## src/core/evpc_pkg.sv

```systemverilog
// package: constants and types of the event pin and calibration status block
// Notes on behaviour
// - The top byte of the event register holds eight calibration flags, one meaning failed.
// - A successful calibration clears only the flags of the channels it calibrated.
// - Flag order high to low is reactive 2, reactive 1, active 2, active 1, amps 2, amps 1, volts, freq.
// - Bits 23 to 20 map over power, over current, surge and sag onto pin b when set.
// - Bits 19 to 16 map over power, over current, surge and sag onto pin a when set.
// - Under manual control pin b follows bit 15, low by default.
// - Under manual control pin a follows bit 14, low by default.
// - Bits 13 and 12 read as zero and ignore writes.
// - A one in bit 11, 10, 9 or 8 clears the over current, over power, surge or sag alarm.
// - Bits 7 and 6 make the surge and sag alarms stay latched until cleared.
// - Manual drive of a pin applies only while no alarm is mapped to it; several may be mapped.
// - An active alarm mapped to a pin drives that pin high.
// - Bits 5 and 4 make the over power and over current alarms stay latched until cleared.
// - Bits 3 to 0 force a simulated surge, sag, over power or over current alarm while set.
package evpc_pkg;
    // alarm index order used everywhere inside the block
    localparam int EVPC_NUM_ALARMS = 4;
    localparam int EVPC_ALM_DIP = 0;
    localparam int EVPC_ALM_SWELL = 1;
    localparam int EVPC_ALM_AMPS = 2;
    localparam int EVPC_ALM_POWER = 3;
    // register byte offsets
    localparam logic [7:0] EVPC_OFF_EVENT = 8'h00;
    localparam logic [7:0] EVPC_OFF_STAT = 8'h04;
    localparam logic [7:0] EVPC_OFF_MASK = 8'h08;
    localparam logic [7:0] EVPC_OFF_LIVE = 8'h0C;
    localparam int EVPC_OFF_W = 8;
    // event register field positions, indexed dip, swell, amps, power
    localparam int EVPC_CAL_LSB = 24;
    localparam int EVPC_CAL_W = 8;
    localparam int EVPC_MAP_A_POS [EVPC_NUM_ALARMS] = '{16, 17, 18, 19};
    localparam int EVPC_MAP_B_POS [EVPC_NUM_ALARMS] = '{20, 21, 22, 23};
    localparam int EVPC_MAN_B_BIT = 15;
    localparam int EVPC_MAN_A_BIT = 14;
    localparam int EVPC_CLR_POS [EVPC_NUM_ALARMS] = '{8, 9, 11, 10};
    localparam int EVPC_HOLD_POS [EVPC_NUM_ALARMS] = '{6, 7, 4, 5};
    localparam int EVPC_SIM_POS [EVPC_NUM_ALARMS] = '{2, 3, 0, 1};
    localparam logic [31:0] EVPC_EVENT_RESET = 32'h0000_0000;
    // interrupt status layout: alarm rises, then calibration outcomes
    localparam int EVPC_STAT_W = 6;
    localparam int EVPC_ST_CAL_FAIL = 4;
    localparam int EVPC_ST_CAL_PASS = 5;
    // live register layout
    localparam int EVPC_LIVE_RAW_LSB = 4;
    localparam int EVPC_LIVE_PIN_A = 8;
    localparam int EVPC_LIVE_PIN_B = 9;
    // bus constants
    localparam int EVPC_HTRANS_ACTIVE_BIT = 1;
    localparam logic [2:0] EVPC_HSIZE_WORD = 3'h2;
    localparam logic EVPC_HRESP_OKAY = 1'b0;
    localparam logic EVPC_HREADY_NOWAIT = 1'b1;

    typedef enum logic [2:0] {
        EVPC_SEL_EVENT,
        EVPC_SEL_STAT,
        EVPC_SEL_MASK,
        EVPC_SEL_LIVE,
        EVPC_SEL_NONE
    } evpc_sel_t;

    // calibration outcome reported by the calibration engine
    typedef struct packed {
        logic done;
        logic pass;
        logic [EVPC_CAL_W-1:0] chans;
    } evpc_cal_t;

    typedef struct packed {
        logic [EVPC_CAL_W-1:0] cal_fail;
        logic [EVPC_NUM_ALARMS-1:0] map_a;
        logic [EVPC_NUM_ALARMS-1:0] map_b;
        logic man_a;
        logic man_b;
        logic [EVPC_NUM_ALARMS-1:0] clr;
        logic [EVPC_NUM_ALARMS-1:0] hold;
        logic [EVPC_NUM_ALARMS-1:0] sim;
        logic [EVPC_STAT_W-1:0] stat;
        logic [EVPC_STAT_W-1:0] mask;
        logic [EVPC_NUM_ALARMS-1:0] flag_q;
        logic ph_valid;
        logic ph_write;
        evpc_sel_t ph_sel;
        logic [31:0] rdata;
        logic pin_a;
        logic pin_b;
        logic irq;
    } evpc_state_t;

    typedef struct packed {
        logic flag;
    } evpc_cell_t;
endpackage

```

## src/core/evpc_alarm_cell.sv

```systemverilog
// one alarm flag with optional latching, clear and simulation
`timescale 1ns/1ps
module evpc_alarm_cell
    import evpc_pkg::*;
(
    input wire logic sys_clk,
    input wire logic rst_n,
    input wire logic live,
    input wire logic simulate,
    input wire logic hold,
    input wire logic clear,
    output logic flag
);
    evpc_cell_t st;
    evpc_cell_t next_st;
    logic cond;

    // a forced alarm looks like a real one downstream
    assign cond = live | simulate;

    // set wins over clear so a new alarm is never lost
    always_comb begin
        next_st = st;
        if (hold) begin
            next_st.flag = cond | (st.flag & ~clear);
        end else begin
            next_st.flag = cond;
        end
    end

    always_ff @(posedge sys_clk or negedge rst_n) begin
        if (!rst_n) begin
            st <= '0;
        end else begin
            st <= next_st;
        end
    end

    assign flag = st.flag;
endmodule

```

## src/core/evpc_event_ctrl.sv

```systemverilog
// event pin routing, calibration status and AHB-Lite register slave
//
// Local design decisions: the AHB-Lite register port and the register addresses.
`timescale 1ns/1ps
module evpc_event_ctrl
    import evpc_pkg::*;
#(
    parameter int NUM_ALARMS = EVPC_NUM_ALARMS
)
(
    input wire logic sys_clk,
    input wire logic rst_n,
    input wire logic hsel,
    input wire logic [31:0] haddr,
    input wire logic [1:0] htrans,
    input wire logic hwrite,
    input wire logic [2:0] hsize,
    input wire logic [31:0] hwdata,
    input wire logic hready,
    output logic hreadyout,
    output logic hresp,
    output logic [31:0] hrdata,
    input wire logic [NUM_ALARMS-1:0] alarm_live,
    input wire evpc_cal_t cal_in,
    output logic alarm_pin_a,
    output logic alarm_pin_b,
    output logic irq
);
    evpc_state_t st;
    evpc_state_t next_st;
    logic [NUM_ALARMS-1:0] flags;
    logic [NUM_ALARMS-1:0] flag_rise;
    logic [EVPC_STAT_W-1:0] stat_clr;
    logic [EVPC_STAT_W-1:0] stat_set;
    logic wr_en;
    logic rd_req;
    logic [EVPC_CAL_W-1:0] cal_after_write;

    // address decode; only whole-word accesses reach a register
    function automatic evpc_sel_t reg_decode(
        input logic [31:0] addr,
        input logic [2:0] size
    );
        evpc_sel_t sel;
        sel = EVPC_SEL_NONE;
        if (addr[31:EVPC_OFF_W] == '0 && size == EVPC_HSIZE_WORD) begin
            case (addr[EVPC_OFF_W-1:0])
                EVPC_OFF_EVENT: begin
                    sel = EVPC_SEL_EVENT;
                end
                EVPC_OFF_STAT: begin
                    sel = EVPC_SEL_STAT;
                end
                EVPC_OFF_MASK: begin
                    sel = EVPC_SEL_MASK;
                end
                EVPC_OFF_LIVE: begin
                    sel = EVPC_SEL_LIVE;
                end
                default: begin
                    sel = EVPC_SEL_NONE;
                end
            endcase
        end
        return sel;
    endfunction

    // pin level; manual bit only counts while nothing is mapped
    function automatic logic pin_level(
        input logic [NUM_ALARMS-1:0] map,
        input logic [NUM_ALARMS-1:0] flg,
        input logic manual
    );
        logic lvl;
        lvl = manual;
        if (|map) begin
            lvl = |(map & flg);
        end
        return lvl;
    endfunction

    // gather the event register from the stored fields
    function automatic logic [31:0] pack_event(input evpc_state_t s);
        logic [31:0] word;
        word = EVPC_EVENT_RESET;
        word[EVPC_CAL_LSB +: EVPC_CAL_W] = s.cal_fail;
        word[EVPC_MAN_B_BIT] = s.man_b;
        word[EVPC_MAN_A_BIT] = s.man_a;
        for (int i = 0; i < NUM_ALARMS; i++) begin
            word[EVPC_MAP_A_POS[i]] = s.map_a[i];
            word[EVPC_MAP_B_POS[i]] = s.map_b[i];
            word[EVPC_CLR_POS[i]] = s.clr[i];
            word[EVPC_HOLD_POS[i]] = s.hold[i];
            word[EVPC_SIM_POS[i]] = s.sim[i];
        end
        return word;
    endfunction

    // read multiplexer; unmapped addresses read as zero
    function automatic logic [31:0] read_mux(
        input evpc_state_t s,
        input evpc_sel_t sel,
        input logic [NUM_ALARMS-1:0] flg,
        input logic [NUM_ALARMS-1:0] raw
    );
        logic [31:0] word;
        word = '0;
        case (sel)
            EVPC_SEL_EVENT: begin
                word = pack_event(s);
            end
            EVPC_SEL_STAT: begin
                word[EVPC_STAT_W-1:0] = s.stat;
            end
            EVPC_SEL_MASK: begin
                word[EVPC_STAT_W-1:0] = s.mask;
            end
            EVPC_SEL_LIVE: begin
                word[NUM_ALARMS-1:0] = flg;
                word[EVPC_LIVE_RAW_LSB +: NUM_ALARMS] = raw;
                word[EVPC_LIVE_PIN_A] = s.pin_a;
                word[EVPC_LIVE_PIN_B] = s.pin_b;
            end
            default: begin
                word = '0;
            end
        endcase
        return word;
    endfunction

    // one flag cell per alarm
    generate
        for (genvar g = 0; g < NUM_ALARMS; g++) begin : g_alarm
            evpc_alarm_cell u_cell (
                .sys_clk(sys_clk),
                .rst_n(rst_n),
                .live(alarm_live[g]),
                .simulate(st.sim[g]),
                .hold(st.hold[g]),
                .clear(st.clr[g]),
                .flag(flags[g])
            );
        end
    endgenerate

    // a write lands in the data phase, one cycle after its address
    assign wr_en = st.ph_valid & st.ph_write;
    assign rd_req = hsel & hready & htrans[EVPC_HTRANS_ACTIVE_BIT] & ~hwrite;
    assign flag_rise = flags & ~st.flag_q;

    // calibration field after any software write of this cycle
    always_comb begin
        cal_after_write = st.cal_fail;
        if (wr_en && st.ph_sel == EVPC_SEL_EVENT) begin
            cal_after_write = hwdata[EVPC_CAL_LSB +: EVPC_CAL_W];
        end
    end

    // hardware events that set sticky status bits
    always_comb begin
        stat_set = '0;
        stat_set[NUM_ALARMS-1:0] = flag_rise;
        stat_set[EVPC_ST_CAL_FAIL] = cal_in.done & ~cal_in.pass;
        stat_set[EVPC_ST_CAL_PASS] = cal_in.done & cal_in.pass;
    end

    // write-one-to-clear mask for the status register
    always_comb begin
        stat_clr = '0;
        if (wr_en && st.ph_sel == EVPC_SEL_STAT) begin
            stat_clr = hwdata[EVPC_STAT_W-1:0];
        end
    end

    // next state of the whole block
    always_comb begin
        next_st = st;

        // software writes to the configuration fields
        if (wr_en) begin
            case (st.ph_sel)
                EVPC_SEL_EVENT: begin
                    next_st.man_b = hwdata[EVPC_MAN_B_BIT];
                    next_st.man_a = hwdata[EVPC_MAN_A_BIT];
                    for (int i = 0; i < NUM_ALARMS; i++) begin
                        next_st.map_b[i] = hwdata[EVPC_MAP_B_POS[i]];
                        next_st.map_a[i] = hwdata[EVPC_MAP_A_POS[i]];
                        next_st.clr[i] = hwdata[EVPC_CLR_POS[i]];
                        next_st.hold[i] = hwdata[EVPC_HOLD_POS[i]];
                        next_st.sim[i] = hwdata[EVPC_SIM_POS[i]];
                    end
                end
                EVPC_SEL_MASK: begin
                    next_st.mask = hwdata[EVPC_STAT_W-1:0];
                end
                default: begin
                    next_st.mask = st.mask;
                end
            endcase
        end

        // calibration result is applied on top of a same-cycle software write of the top byte
        next_st.cal_fail = cal_after_write;
        if (cal_in.done) begin
            if (cal_in.pass) begin
                next_st.cal_fail = cal_after_write & ~cal_in.chans;
            end else begin
                next_st.cal_fail = cal_after_write | cal_in.chans;
            end
        end

        // sticky status, a set in the clear cycle survives
        next_st.stat = (st.stat & ~stat_clr) | stat_set;
        next_st.flag_q = flags;
        next_st.irq = |(next_st.stat & next_st.mask);

        // pins follow the new routing from the next edge on
        next_st.pin_a = pin_level(next_st.map_a, flags, next_st.man_a);
        next_st.pin_b = pin_level(next_st.map_b, flags, next_st.man_b);

        // address phase capture; the slave never inserts wait states
        next_st.ph_valid = hsel & hready & htrans[EVPC_HTRANS_ACTIVE_BIT];
        next_st.ph_write = hwrite;
        next_st.ph_sel = reg_decode(haddr, hsize);

        // read data from the updated copy so write-then-read is coherent
        next_st.rdata = '0;
        if (rd_req) begin
            next_st.rdata = read_mux(next_st, next_st.ph_sel, flags, alarm_live);
        end
    end

    always_ff @(posedge sys_clk or negedge rst_n) begin
        if (!rst_n) begin
            st <= evpc_state_t'('0);
        end else begin
            st <= next_st;
        end
    end

    // read data, pins and irq straight from flip-flops; hreadyout and hresp are constants
    assign hrdata = st.rdata;
    assign alarm_pin_a = st.pin_a;
    assign alarm_pin_b = st.pin_b;
    assign irq = st.irq;
    assign hreadyout = EVPC_HREADY_NOWAIT;
    assign hresp = EVPC_HRESP_OKAY;
endmodule

```

## config.mk

```make
export PLATFORM = sky130hd
export DESIGN_NAME = evpc_event_ctrl
export DESIGN_NICKNAME = d
export VERILOG_FILES = /design/src/core/evpc_pkg.sv /design/src/core/evpc_alarm_cell.sv /design/src/core/evpc_event_ctrl.sv
export SDC_FILE = /design/constraint.sdc
export NUM_CORES = 1
export LEC_CHECK = 0
export BUFFER_PORTS_ARGS = -buffer_cell sky130_fd_sc_hd__buf_2
export CAP_MARGIN = 40
export CORE_MARGIN = 3
export CORE_UTILIZATION = 40
export DETAILED_ROUTE_END_ITERATION = 6
export PLACE_DENSITY = 0.67
export SLEW_MARGIN = 10
export SYNTH_ARGS = -nofsm -noshare
export SYNTH_HDL_FRONTEND = slang
export SYNTH_SLANG_ARGS = --single-unit
```

## constraint.sdc

```tcl
create_clock -name sys_clk -period 2.05 [get_ports sys_clk]
set_clock_uncertainty 0.1 [all_clocks]
set_input_delay 0 -clock sys_clk [delete_from_list [all_inputs] [get_ports sys_clk]]
set_output_delay 0 -clock sys_clk [all_outputs]
set_load 0.02 [all_outputs]
```

Word-level counts from Yosys, hierarchy flattened
Cells that the tools add are included.
{ "op_classes": {"eq_ne": 9, "n_mux": 20, "n_bitwise": 35, "n_reduce_logical": 12} }
{ "op_table": {"columns": ["operator", "count"], "rows": [
  ["$mux W22", 3],
  ["$mux W32", 1],
  ["$logic_not A24 Y1", 1],
  ["$mux W8", 3],
  ["$pmux W6 S4", 1],
  ["$mux W6", 3],
  ["$eq A8 B4 Y1 const B", 2],
  ["$reduce_or A4 Y1", 4],
  ["$and A4 B4 Y4", 3],
  ["$and A6 B6 Y6", 2],
  ["$eq A3 B2 Y1 const B", 4],
  ["$pmux W3 S4", 1],
  ["$and A1 B1 Y1", 10],
  ["$and A8 B8 Y8", 1],
  ["$eq A8 B3 Y1 const B", 1],
  ["$logic_not A8 Y1", 1],
  ["$not A8 Y8", 1],
  ["$or A1 B1 Y1", 8],
  ["$or A8 B8 Y8", 1],
  ["$pmux W4 S2", 1],
  ["$eq A3 B1 Y1 const B", 2],
  ["$logic_not A3 Y1", 2],
  ["$mux W1", 6],
  ["$not A1 Y1", 6],
  ["6 further kinds", 8]
]} }
{ "totals": {"register_bits": 90, "in_bits": 88, "out_inout_bits": 37, "wordCells": 98} }

Longest topological paths before layout
{ "depth": {"depth_word": 8, "depth_mapped": 6, "ltp_nobuf": 5} }

By module
Synthesis repeated with hierarchy kept, for this count alone.
{ "unflattened": {"cells_unflattened": 349, "hier_area_um2": 4006.3} }
{ "by_module_without_submodules": {"columns": ["mod", "n_inst", "cells_per_inst", "area_per_inst_um2", "seq_area_each_um2"], "rows": [
  ["evpc_event_ctrl", 1, 333, 3856.2, 2102.0],
  ["evpc_alarm_cell", 4, 4, 37.5, 25.0]
]} }

Least setup slack after synthesis
OpenSTA, ideal clock, no wires.
{ "synth_path": {"path_kind": "flip-flop to flip-flop", "startpoint": "register st[37] in the netlist's numbering", "endpoint": "register st, in the netlist irq", "setup_ns": 0.129, "arrival_time_ns": 1.684, "t_required_ns": 1.821, "slack_ns": 0.138, "path_stages_with_launch": 6, "n_path_buf": 1, "synth_period_minus_slack_ns": 1.912, "cell_sequence": "dfrtp_1 nand4bb_4 or2_1 buf_6 mux2_4 a2111o_1"} }
{ "synth_lines": {"columns": ["element", "line_no", "text"], "rows": [
  ["start: declaration", "evpc_event_ctrl.sv:29", "evpc_state_t st;"],
  ["start signal: assignment", "evpc_event_ctrl.sv:235", "st <= evpc_state_t'('0);"],
  ["start signal: assignment", "evpc_event_ctrl.sv:237", "st <= next_st;"]
]} }

==> flow_summary.toml <==
[final_layout]
nets = 593
area_growth_pct = 34.0
design_area_um2 = 5390
multi_input_area_um2 = 1420
final_layout_size_suffix_gt1_share_pct = 35.3
n_antenna_cell = 0
regArea_um2 = 2200
final_cells = 639
fillers = 818
final_util_pct = 56.7

[yosys]
async_reset_ff_share_pct = 100
ys_warn_count = 0
synth_top_area_share_pct = 54.8
ys_seq_elements = 88
yosys-top-cells-count = "dfrtp_1, buf_4, inv_1"
synth_compound_area_share_pct = 6.07
yosys_most_used_dff = "dfrtp_1"
synth_adder_area_share_pct = 0
synth-xor-area-share_pct = 0
synth_area_um2 = 4020
yosysSeqAreaShare_pct = 54.8
synth_top_family_by_area = "multiplexers"
yosys-top-cells-area = "dfrtp_1, mux2i_1, buf_4"
synth_cell_types = 39
yosysTopAreaCell = "dfrtp_1"
synth_edf_count = 0
yosysMostFrequentCell = "dfrtp_1"
post_synth.cell_area_avg_um2 = 11.6
synthMuxAreaShare_pct = 15.9
synth_simple_gate_area_share_pct = 12.6
syn-instance-count = 346

[sta]
setup_viol = 0
fmax_mhz = 510
period_needed_ps = 1960
setup_tns_ps = 0
fin_hold_ws_ps = -0.708
maxSlewHeadroom_pct = 64.4
finalHoldViolations = 1
max_slew.worst_pin.slew_ps = 533
maxSlewViolCount = 0
finalCritPeriodShare_pct = 95.7

[detailed_routing]
drtAntennaViolNets = 0
detail_route.wl_per_cell_um = 15.4
drc = 0
num_vias = 3058
dr.pass1.iters = 4
dr.first_iter.drc_count = 150
viasPerCell = 4.79
wirelength_um = 9830

[place]
dp.cells = 563
dpl_cell_area_um2 = 4560
gp_congestion = 0.849
portBuffers = 117
hpwl_um = 6840

[power]
p_total_mw = 3.40
internal_power_mw = 2.63
leakagePower_nw = 2.69
power_density_nw_per_um2 = 632
clkPwrFrac_pct = 37.3
peakVddDrop_uv = 480
seqPwrFrac_pct = 52.6
combPwrFrac_pct = 10.1
switching_power_mw = 0.776
netSwitchingFraction_pct = 22.8

[clocking]
htreeDepth = 3
clk_latency_ps = 350
cts.clk_slew.worst_paths_ps = 90
cts.sinks = 88
numCtsBuffers = 9
cts_tree = "built"
post_cts_buffers = 0
cts.path.max_buffers = 2
cts_root_buf = "clkbuf_8"

[floorplanning]
dieWidth_um = 106
initial_utilization_pct = 42.3
rows = 35
die_y_um = 106
io_pins = 125
die-area_um2 = 11300
coreArea_um2 = 9500

[worst_setup_path]
r2r_start = "st[37]"
crit_fanout = 6
startpoint_type = "flip-flop"
rrSetupSlack_ps = 90
timing.rr.end = "hrdata[4]"
cp.required_ps = 2220
rr_worst_depth = 5
path_class = "flip-flop to flip-flop"
path_cells = "nand4bb_4 -> or2_4 -> mux2i_1 -> mux4_1 -> nor2_1"
cp-end-kind = "flip-flop"
critPathSlowestCell = "mux4_1"
cpPeakStageDelay_ps = 530
critPathCapture = "hrdata[4]"
crit_start = "st[37]"
arrival_ps = 2140

[grt]
grt-ovfl-total = 0
grt_usage_pct = 18.0
grt_max_degree = 44
grt_pass1_wl_um = 16200
antenna_found_initial = 0
grt_pass1_vias = 3352

[hold_path]
worstHoldStart = "cal_in[9]"
min_path_type = "input port to flip-flop"

[run]
max_cap_violations = 0

[outcome]
status = "finished with violations"
violations = "negative hold slack"
## metal layers
metal	global-route usage, %	vias up	part of all wire [%]	routed length, um
li1	-	1452	-	-
met1	23.1	1513	43	4250
met2	30.8	83	51	4980
met3	4.07	10	5.2	516
met4	4.44	0	0.81	80
met5	0	-	0	0
## power groups by stage
stage | Sequential [mW] | Combinational, mW | Clock [mW]
finish | 1.79 | 0.344 | 1.27
global route | 1.79 | 0.382 | 1.38
floorplan | 1.82 | 0.110 | 0
detailed placement | 1.82 | 0.256 | 0
CTS | 1.79 | 0.343 | 1.30
global placement | 1.82 | 0.249 | 0
## cell type report
cell class,instances,share of cell area (%)
clock buffer,12,3.07
multi-input combinational,187,26.3
tap,129,3.00
clock inverter,4,0.953
timing repair buffer,188,23.6
sequential,88,40.9
inverter,31,2.16
## metrics by stage
stage	hold slack, ps	setup WS (ps)
finish	-0.708	88.7
global route	8.70	-7.99
CTS	4.16	91.1
detailed placement	-77.9	-21.8
global placement	-78.2	62.8
floorplan	-396	138
## critical path: cells and delay by family (launching register included)
family	cells	cell delay, ps
DFF	1	380
muxes	2	690
and+or+nand+nor	3	730
## kinds of logic (layout without fill, tap and decap cells)
family,after synthesis,count (layout)
DFF,88,88
buffers and inverters,73,235
muxes,54,54
AOI/OAI and AO/OA,39,39
and+or+nand+nor,90,90
other,2,4
## registers in the layout, summed over array words and instances, names as in the netlist
register             flops
alarm_pin_a              1
alarm_pin_b              1
g_alarm.u_cell.flag      4
hrdata                  30
irq                      1
st                      51
## worst min-delay path by stage
stage          depth (start not counted)           to
2_1_floorplan                          0  alarm_pin_a
6_report                               3       st[55]
3_3_place_gp                           1       st[58]
3_5_place_dp                           1       st[39]
4_1_cts                                3       st[55]
5_1_grt                                3       st[55]
## cells in the final DEF, fill, tap and decap left out, types with 2 or more instances in the layout
master	count
o21ai_0	12
a21oi_1	8
mux2_2	20
mux2i_1	28
a22oi_1	4
nand3_1	5
clkinv_1	2
inv_1	29
nor4_1	6
buf_4	12
mux4_2	3
o22ai_1	6
a31o_2	2
dfrtp_1	88
or4b_2	4
nand4_1	3
buf_2	116
mux4_1	2
conb_1	4
clkbuf_8	12
nor2b_1	22
nand2_1	28
dlygate4sd3_1	60
nor2_1	14
## timing repair
action                                  in CTS  in global routing
endpoints found under the setup margin       1                  1
hold buffers                                60                  0
pin swaps                                    0                  0
resized for setup                            1                  2
hold endpoints to repair                   123                  0
Power figures use the tool's default switching activity.
